### config.mk
export PLATFORM = sky130hd
export DESIGN_NAME = printer_digit_readout_sequencer
export DESIGN_NICKNAME = d
export VERILOG_FILES = /design/src/inc/readout_pkg.sv /design/src/verilog/printer_digit_readout_sequencer.sv /design/src/verilog/readout_slot_buffer.sv
export VERILOG_INCLUDE_DIRS = /design/src /design/src/inc
export SDC_FILE = /design/constraint.sdc
export NUM_CORES = 1
export LEC_CHECK = 0
export ABC_AREA = 1
export BUFFER_PORTS_ARGS = -buffer_cell sky130_fd_sc_hd__buf_2
export CAP_MARGIN = 30
export CELL_PAD_IN_SITES_DETAIL_PLACEMENT = 1
export CELL_PAD_IN_SITES_GLOBAL_PLACEMENT = 2
export CORE_ASPECT_RATIO = 0.6
export CORE_MARGIN = 8
export CORE_UTILIZATION = 39
export CTS_BUF_LIST = sky130_fd_sc_hd__clkbuf_8
export CTS_CLUSTER_DIAMETER = 40
export DETAILED_ROUTE_END_ITERATION = 6
export PLACE_DENSITY_LB_ADDON = 0.1
export SYNTH_ARGS = -nofsm -noshare
export SYNTH_HDL_FRONTEND = slang
export SYNTH_SLANG_ARGS = --single-unit
### constraint.sdc
create_clock -name mclk_in -period 14.86 [get_ports mclk_in]
set_input_delay 0 -clock mclk_in [delete_from_list [all_inputs] [get_ports mclk_in]]
set_output_delay 0 -clock mclk_in [all_outputs]
set_load 0.01 [all_outputs]
### src/inc/readout_map.svh
`ifndef READOUT_MAP_SVH
`define READOUT_MAP_SVH
// register byte offsets
`define RO_CTRL_OFS      8'h00
`define RO_MAP_LO_OFS    8'h04
`define RO_MAP_HI_OFS    8'h08
`define RO_PERIOD_OFS    8'h0C
`define RO_WIDTH_OFS     8'h10
`define RO_STATUS_OFS    8'h14
// control fields
`define RO_LEN_LSB       0
`define RO_LEN_MSB       3
`define RO_OPERATE_BIT   4
// reset values
`define RO_LEN_RST       4'h0
`define RO_OPERATE_RST   1'b0
`define RO_MAP_RST       64'h0000_0000_0000_0000
// order-point source codes: 0..7 decade index, 8 command slot
`define RO_SRC_CMD       4'h8
// command codes on the four weighted data lines
`define RO_CMD_IDLE      4'h0
`define RO_CMD_SPACE     4'h1
`define RO_CMD_CRLF      4'h2
// timing in ns and clock period
`define RO_CLK_NS        5
`define RO_PULSE_NS      40000
`define RO_PERIOD_NS     2000000
`define RO_SYNC_NS       20000
`define RO_SYNC_CYC      (`RO_SYNC_NS / `RO_CLK_NS)
`endif

### src/inc/readout_pkg.sv
package readout_pkg;
   typedef logic [9:0] buf_word_t; // {order point, data lines}
   typedef struct packed {
      buf_word_t [1:0] mem;
      logic            wr_ptr;
      logic            rd_ptr;
      logic [1:0]      count;
   } buf_state_t;
   typedef struct packed {
      logic [2:0]  s1;        // first sync stage ch0, ch1, burst
      logic [2:0]  s2;
      logic        pending;
      logic        running;
      logic [19:0] phase;
      logic [3:0]  slot;
      logic        emitting;
      logic [19:0] emit_cnt;
      logic [5:0]  data;
      logic [15:0] strobe_n;
      logic        sync_n;
      logic [3:0]  word_len;
      logic        operate;
      logic [63:0] pmap;
      logic [19:0] period;
      logic [19:0] width;
      logic [31:0] rdata;
   } seq_state_t;
endpackage

### src/verilog/printer_digit_readout_sequencer.sv
// Design decisions made here: the placing of the registers and the plain strobed port.
`timescale 1ns/1ps
`default_nettype none
`include "readout_map.svh"
// Operation
// RQ1: decades are strobed one per slot, most significant decade first.
// RQ2: one command slot always follows the least significant digit.
// RQ3: four-bit word length counts digit slots plus the command slot.
// RQ4: active-low strobes go to order points ascending from one, via a mapping.
// RQ5: start is gated by channel 0 active, channel 1 inactive, burst active.
// RQ6: qualified start runs the generator; each pulse begins one slot.
// RQ7: each pulse advances a four-bit slot counter that selects the strobe.
// RQ8: at the word length the generator stops and the counter clears.
// RQ9: each pulse gives a coincident active-low sync of fixed width.
// RQ10: idle selection suppresses sync so nothing prints.
// RQ11: four data lines carry weights 1..8 of the strobed decade.
// RQ12: data lines five and six sit at mark permanently.
// RQ13: command gives CR/LF after 15, space after other odd but 1, else idle.
// RQ14: mark is logic one, space logic zero, on data and sync alike.
// RQ15: the measurement-complete pulse is the start of readout.
// RQ16: pulse width and period come from a programmable clock divider.
module printer_digit_readout_sequencer
#(
   parameter logic [19:0] PULSE_CYC  = 20'(`RO_PULSE_NS / `RO_CLK_NS),
   parameter logic [19:0] PERIOD_CYC = 20'(`RO_PERIOD_NS / `RO_CLK_NS)
)
(
   input  wire logic        mclk_in,
   input  wire logic        rst_in,
   input  wire logic        ce_in,
   input  wire logic [7:0]  addr_in,
   input  wire logic [31:0] wdata_in,
   input  wire logic        wr_in,
   input  wire logic        rd_in,
   output logic [31:0]      rdata_out,
   input  wire logic        meas_done_in,
   input  wire logic        ch0_active_in,
   input  wire logic        ch1_active_in,
   input  wire logic        burst_flag_in,
   input  wire logic [3:0]  channel_in,
   input  wire logic [31:0] decades_in,
   input  wire logic        printer_ready_in,
   output logic [5:0]       data_out,
   output logic [15:0]      strobe_n_out,
   output logic             sync_n_out
);
   import readout_pkg::*;
   localparam logic [19:0] SYNC_CYC = 20'(`RO_SYNC_CYC);

   seq_state_t st_q;
   seq_state_t st_d;
   logic       qualified;
   logic       launch;
   logic       pulse;
   logic       push;
   logic       push_ready;
   logic       pop;
   logic       pop_valid;
   logic [3:0] src;
   logic [3:0] digit;
   logic [3:0] cmd;
   logic [3:0] point;
   logic [3:0] slot_code;
   buf_word_t  push_word;
   buf_word_t  pop_word;

   assign rdata_out    = st_q.rdata;
   assign data_out     = st_q.data;
   assign strobe_n_out = st_q.strobe_n;
   assign sync_n_out   = st_q.sync_n;

   // start gating from the synchronised channel levels
   assign qualified = st_q.s2[2] & ~st_q.s2[1] & st_q.s2[0]; // RQ5
   assign launch = st_q.pending & qualified & ~st_q.running & (st_q.word_len != 4'h0);
   // a pulse waits while the buffer is full, so no slot is lost
   assign pulse = st_q.running & (st_q.phase == 20'h0);
   assign push  = pulse & push_ready;
   assign point = st_q.slot + 4'h1; // RQ4
   assign src   = st_q.pmap[4 * point +: 4];

   // or-combine each weight across the eight decades
   genvar b;
   generate
      for (b = 0; b < 4; b++)
      begin : g_weight
         logic [7:0] hit;
         for (genvar d = 0; d < 8; d++)
         begin : g_dec
            assign hit[d] = (src == 4'(d)) & decades_in[4 * d + b];
         end
         assign digit[b] = |hit; // RQ11
      end
   endgenerate

   // command choice by channel number
   always_comb
   begin
      if (channel_in == 4'hF)
         cmd = `RO_CMD_CRLF; // RQ13
      else if (channel_in[0] && channel_in != 4'h1)
         cmd = `RO_CMD_SPACE;
      else
         cmd = `RO_CMD_IDLE;
   end

   // the command code takes the slot whose mapped source is the command slot code
   assign slot_code = (src == `RO_SRC_CMD) ? cmd : digit; // RQ2
   // lines five and six fixed at mark
   assign push_word = {point, 2'b11, slot_code}; // RQ12

   readout_slot_buffer u_buf
   (
      .mclk_in      (mclk_in),
      .rst_in       (rst_in),
      .ce_in        (ce_in),
      .in_valid_in  (pulse),
      .in_ready_out (push_ready),
      .in_data_in   (push_word),
      .out_valid_out(pop_valid),
      .out_ready_in (printer_ready_in & ~st_q.emitting),
      .out_data_out (pop_word)
   );
   assign pop = pop_valid & printer_ready_in & ~st_q.emitting;

   // next state: sync, registers, generator, slot counter, emission
   always_comb
   begin
      st_d = st_q;
      st_d.s1 = {ch0_active_in, ch1_active_in, burst_flag_in};
      st_d.s2 = st_q.s1;
      st_d.rdata = 32'h0;
      if (meas_done_in)
         st_d.pending = 1'b1; // RQ15
      else if (launch)
         st_d.pending = 1'b0;
      if (wr_in)
      begin
         unique case (addr_in)
            `RO_CTRL_OFS:
            begin
               st_d.word_len = wdata_in[`RO_LEN_MSB:`RO_LEN_LSB]; // RQ3
               st_d.operate  = wdata_in[`RO_OPERATE_BIT];
            end
            `RO_MAP_LO_OFS: st_d.pmap[31:0]  = wdata_in;
            `RO_MAP_HI_OFS: st_d.pmap[63:32] = wdata_in;
            `RO_PERIOD_OFS: st_d.period = wdata_in[19:0]; // RQ16
            `RO_WIDTH_OFS:  st_d.width  = wdata_in[19:0];
            default: ;
         endcase
      end
      if (rd_in)
      begin
         unique case (addr_in)
            `RO_CTRL_OFS:   st_d.rdata = {27'h0, st_q.operate, st_q.word_len};
            `RO_MAP_LO_OFS: st_d.rdata = st_q.pmap[31:0];
            `RO_MAP_HI_OFS: st_d.rdata = st_q.pmap[63:32];
            `RO_PERIOD_OFS: st_d.rdata = {12'h0, st_q.period};
            `RO_WIDTH_OFS:  st_d.rdata = {12'h0, st_q.width};
            `RO_STATUS_OFS: st_d.rdata = {25'h0, st_q.emitting, st_q.slot,
                                          st_q.pending, st_q.running};
            default:        st_d.rdata = 32'h0;
         endcase
      end
      if (launch)
      begin
         st_d.running = 1'b1; // RQ6
         st_d.phase   = 20'h0;
         st_d.slot    = 4'h0;
      end
      else if (st_q.running)
      begin
         if (push)
         begin
            st_d.phase = 20'h1;
            if (point == st_q.word_len)
            begin
               st_d.running = 1'b0; // RQ8
               st_d.slot    = 4'h0;
            end
            else
               st_d.slot = point; // RQ7
         end
         else if (!pulse)
            st_d.phase = (st_q.phase + 20'h1 >= st_q.period) ? 20'h0 : st_q.phase + 20'h1;
      end
      // emission of one buffered slot
      if (pop)
      begin
         st_d.emitting = 1'b1;
         st_d.emit_cnt = 20'h1;
         st_d.data     = pop_word[5:0];
         st_d.strobe_n = ~(16'h1 << pop_word[9:6]); // RQ1
         st_d.sync_n   = ~st_q.operate; // RQ10
      end
      else if (st_q.emitting)
      begin
         st_d.emit_cnt = st_q.emit_cnt + 20'h1;
         if (st_q.emit_cnt >= st_q.width)
            st_d.strobe_n = 16'hFFFF;
         if (st_q.emit_cnt >= SYNC_CYC || !st_q.operate)
            st_d.sync_n = 1'b1; // RQ9
         if (st_q.emit_cnt >= st_q.width && st_q.emit_cnt >= SYNC_CYC)
         begin
            st_d.emitting = 1'b0;
            st_d.data     = 6'h30; // RQ14
         end
      end
   end

   // state register, frozen while the clock enable is low
   always_ff @(posedge mclk_in or posedge rst_in)
   begin
      if (rst_in)
      begin
         st_q          <= '0;
         st_q.strobe_n <= 16'hFFFF;
         st_q.sync_n   <= 1'b1;
         st_q.data     <= 6'h30;
         st_q.word_len <= `RO_LEN_RST;
         st_q.operate  <= `RO_OPERATE_RST;
         st_q.pmap     <= `RO_MAP_RST;
         st_q.period   <= PERIOD_CYC;
         st_q.width    <= PULSE_CYC;
      end
      else if (ce_in)
         st_q <= st_d;
   end
endmodule
`default_nettype wire

### src/verilog/readout_slot_buffer.sv
`timescale 1ns/1ps
`default_nettype none
`include "readout_map.svh"
module readout_slot_buffer
(
   input  wire logic                   mclk_in,
   input  wire logic                   rst_in,
   input  wire logic                   ce_in,
   input  wire logic                   in_valid_in,
   output logic                        in_ready_out,
   input  wire readout_pkg::buf_word_t in_data_in,
   output logic                        out_valid_out,
   input  wire logic                   out_ready_in,
   output readout_pkg::buf_word_t      out_data_out
);
   import readout_pkg::*;
   buf_state_t st_q;
   buf_state_t st_d;
   logic       push;
   logic       pop;

   // handshakes straight from the fill level
   assign in_ready_out  = (st_q.count != 2'd2);
   assign out_valid_out = (st_q.count != 2'd0);
   assign out_data_out  = st_q.mem[st_q.rd_ptr];
   assign push = in_valid_in & in_ready_out;
   assign pop  = out_valid_out & out_ready_in;

   // two-entry ring addressed by pointer
   always_comb
   begin
      st_d = st_q;
      if (push)
      begin
         st_d.mem[st_q.wr_ptr] = in_data_in;
         st_d.wr_ptr = ~st_q.wr_ptr;
      end
      if (pop)
         st_d.rd_ptr = ~st_q.rd_ptr;
      st_d.count = st_q.count + {1'b0, push} - {1'b0, pop};
   end

   always_ff @(posedge mclk_in or posedge rst_in)
   begin
      if (rst_in)
         st_q <= '0;
      else if (ce_in)
         st_q <= st_d;
   end
endmodule
`default_nettype wire

==> results.sh <==
export IMPL_numPortBuffers=140
export IMPL_path_max_fanout=20
export IMPL_die_w_um=255.4
export IMPL_ir_worst_vdd_v=0.00009581
export IMPL_dpl_instance_area_um2=14130
export IMPL_setup_ws_ps=10190
export IMPL_tritoncts="built"
export IMPL_detail_route_wl_per_cell_um=19.75
export IMPL_maxSlewHeadroom_pct=29.96
export IMPL_clock_sinks=238
export IMPL_fillerInstances=4145
export IMPL_synth_ff_type="dfrtp_1"
export IMPL_crit_type="reg2reg"
export IMPL_grt_pass1_vias=12740
export IMPL_synth_xor_area_share_pct=1.670
export IMPL_hold_path_class="in2reg"
export IMPL_start_util_pct=39.71
export IMPL_num_nets_final=1975
export IMPL_dpl_hpwl_mm=34.17
export IMPL_outcome="finished clean"
export IMPL_ant_nets=0
export IMPL_async_flop_share_pct=100.0
export IMPL_synthCells=1707
export IMPL_cts_buffer_depth=3
export IMPL_final_min_clock_period_ps=4672
export IMPL_first_iter_violations=901
export IMPL_final_common_cell="nand2_1"
export IMPL_ios=141
export IMPL_slew_violations=0
export IMPL_final_cells=2334
export IMPL_cts_htree_levels=2
export IMPL_layout_drive_gt1_share_pct=16.00
export IMPL_hold_viol=0
export IMPL_synth_edff_count=0
export IMPL_max_freq_ghz=0.2141
export IMPL_postRouteWirelength_mm=46.09
export IMPL_grt_max_degree=95
export IMPL_hold_ws_ps=33.98
export IMPL_overflow=0
export IMPL_cts_setup_buffers=0
export IMPL_areaGrowthSynthToFinish_pct=16.36
export IMPL_core_area_um2=33770
export IMPL_synth_top_family_by_area="simple AND/OR/NAND/NOR gates"
export IMPL_dp_cells=2201
export IMPL_vias_per_cell=5.213
export IMPL_final_cell_mix="424 x nand2_1, 252 x inv_1, 208 x dfrtp_1"
export IMPL_vias=12170
export IMPL_synth_nets=1840
export IMPL_antenna_found_initial=0
export IMPL_clkTransAtPathRegs_ps=70
export IMPL_setup_viol=0
export IMPL_synthSimpleGateAreaFrac_pct=22.56
export IMPL_track_usage_pct=22.29
export IMPL_cp_required_ps=15360
export IMPL_worst_pin_slew_ps=1043
export IMPL_dr_pass1_iters=5
export IMPL_p_per_area_nw_per_um2=170.8
export IMPL_grt_setup_unrepaired="false"
export IMPL_ys_types=51
export IMPL_ys_seq_area_share_pct=44.69
export IMPL_syn_area_um2=13410
export IMPL_seq_area_um2=5993
export IMPL_cts_buffers=42
export IMPL_final_setup_tns_ps=0
export IMPL_grt_pass1_wl_mm=73.40
export IMPL_die_h_um=159.6
export IMPL_cp_end_kind="flip-flop"
export IMPL_cts_resized=0
export IMPL_drc=0
export IMPL_place_congestion=0.8648
export IMPL_multi_input_area_um2=5803
export IMPL_finClkSkew_ps=26.61
export IMPL_num_antenna_cells=0
export IMPL_arrival_ps=5170
export IMPL_leakagePower_nw=7.719
export IMPL_finalCritPeriodShare_pct=31.44
export IMPL_start_kind="flip-flop"
export IMPL_row_count=52
export IMPL_dp_slack_ps=11240
export IMPL_avgSynthCellArea_um2=7.856
export IMPL_maxCapViolCount=0
export IMPL_synth_compound_area_share_pct=14.38
export IMPL_clock_root_buffer="clkbuf_8"
export IMPL_synthMuxAreaShare_pct=0.2333
export IMPL_yosys_warnings=0
export IMPL_synth_seq_cells=238
export IMPL_die_area_um2=40770
export IMPL_clock_latency_ps=580
export IMPL_cts_hold_buf=54
export IMPL_synthAdderAreaFrac_pct=4.385
export IMPL_design_area_um2=15600
-- metal layers --
layer,track usage [%],up-vias,share of wire (%)
met5,0,-,0
met4,5.367,0,2.1
met3,5.162,62,6.6
met2,31.76,307,41
met1,33.51,6005,50
li1,-,5794,-
-- Yosys cell counts, types with 2 or more instances --
library cell | n | area share (%)
nand2_1 | 425 | 12
nor2_8 | 4 | 0.60
buf_1 | 5 | 0.14
o21ai_0 | 147 | 5.5
nand2_4 | 4 | 0.34
mux2i_1 | 2 | 0.15
a21oi_1 | 50 | 1.9
o31ai_1 | 2 | 0.11
clkbuf_1 | 46 | 1.3
nor2_4 | 2 | 0.17
o21a_1 | 2 | 0.11
o21ai_1 | 77 | 2.9
nor3_2 | 2 | 0.15
xnor2_1 | 2 | 0.13
o21bai_1 | 2 | 0.11
nor2_1 | 52 | 1.5
xor2_1 | 18 | 1.2
buf_6 | 2 | 0.17
ha_1 | 47 | 4.4
buf_2 | 10 | 0.37
buf_4 | 54 | 3.0
dfrtp_1 | 208 | 39
o22ai_1 | 41 | 1.9
or2_2 | 9 | 0.42
inv_2 | 13 | 0.36
a221oi_1 | 13 | 0.85
inv_1 | 233 | 6.5
o211ai_1 | 5 | 0.28
nand3_2 | 13 | 0.97
a211oi_1 | 2 | 0.11
nand4_1 | 17 | 0.79
nor3_1 | 22 | 0.82
xor2_2 | 3 | 0.36
o2111ai_1 | 4 | 0.26
nor4_1 | 4 | 0.19
nand3_1 | 121 | 4.5
dfstp_2 | 30 | 5.9
-- logic make-up after synthesis --
kind of cell | count (synthesis)
adder cells (fa/ha/maj) | 47
multiplexers | 3
flip-flops | 238
AO/OA/AOI/OAI | 350
buffers and inverters | 366
XOR/XNOR | 23
AND/OR/NAND/NOR | 680
-- worst paths after layout --
| kind | from | to | slack, ps | cells after the start |
|---|---|---|---|---|
| worst min-delay path | ce_in | st_d[213]$_DFFE_PP0P_ | 30 | 3 |
| min in group asynchronous | rst_in | st_q[87]$_DFFE_PP0P_ | 80 | 3 |
| max in group asynchronous | rst_in | strobe_n_out[6]$_DFFE_PP1P_ | 13640 | 5 |
| worst max-delay path | st_q[186]$_DFFE_PP0P_ | u_buf.st_q[5]$_DFFE_PP0P_ | 10190 | 16 |
| worst min register to register | u_buf.st_q[19]$_DFFE_PP0P_ | u_buf.st_q[19]$_DFFE_PP0P_ | 460 | 2 |
| worst max register to register | st_q[186]$_DFFE_PP0P_ | u_buf.st_q[5]$_DFFE_PP0P_ | 10190 | 16 |
-- flip-flops by register name, summed over array words and instances (netlist names) --
signal	flops
st_q	159
rdata_out	32
u_buf.st_q	22
strobe_n_out	16
data_out	5
st_d	3
sync_n_out	1
-- worst max-delay path, cell delays in order (launching register included) --
cell           delay, ps
dfrtp_1              400
ha_1                 840
inv_2                360
nand3_1              190
nand3_1              120
nand3_1              210
nand2_4              120
nor2_4               250
nand3_1              110
nand2_1               70
dlygate4sd3_1        550
nor2_1                50
dlygate4sd3_1        560
nand3_2               70
dlygate4sd3_1        590
nand2_1               60
nand2_1               60
-- power by group --
part,internal [mW],switching (mW),total (mW)
Combinational,0.409,0.778,1.19
Sequential,0.755,0.0766,0.832
Clock,0.357,0.290,0.647
Total,1.52,1.14,2.67
-- stage by stage --
stage,power [mW],utilization (%)
after global placement,1.895,41.77
after floorplan,1.666,-
after CTS,2.666,46.05
after global routing,2.854,46.21
final,2.666,46.21
after detailed placement,1.927,41.85
-- cell type report --
class | instances | area share, %
Sequential cell | 238 | 38.41
Clock buffer | 50 | 4.410
Multi-Input combinational cell | 1103 | 37.19
Tap cell | 459 | 3.681
Timing Repair Buffer | 209 | 9.061
Inverter | 248 | 6.046
Clock inverter | 27 | 1.203
Note: power is estimated with default switching activity, not from simulation.
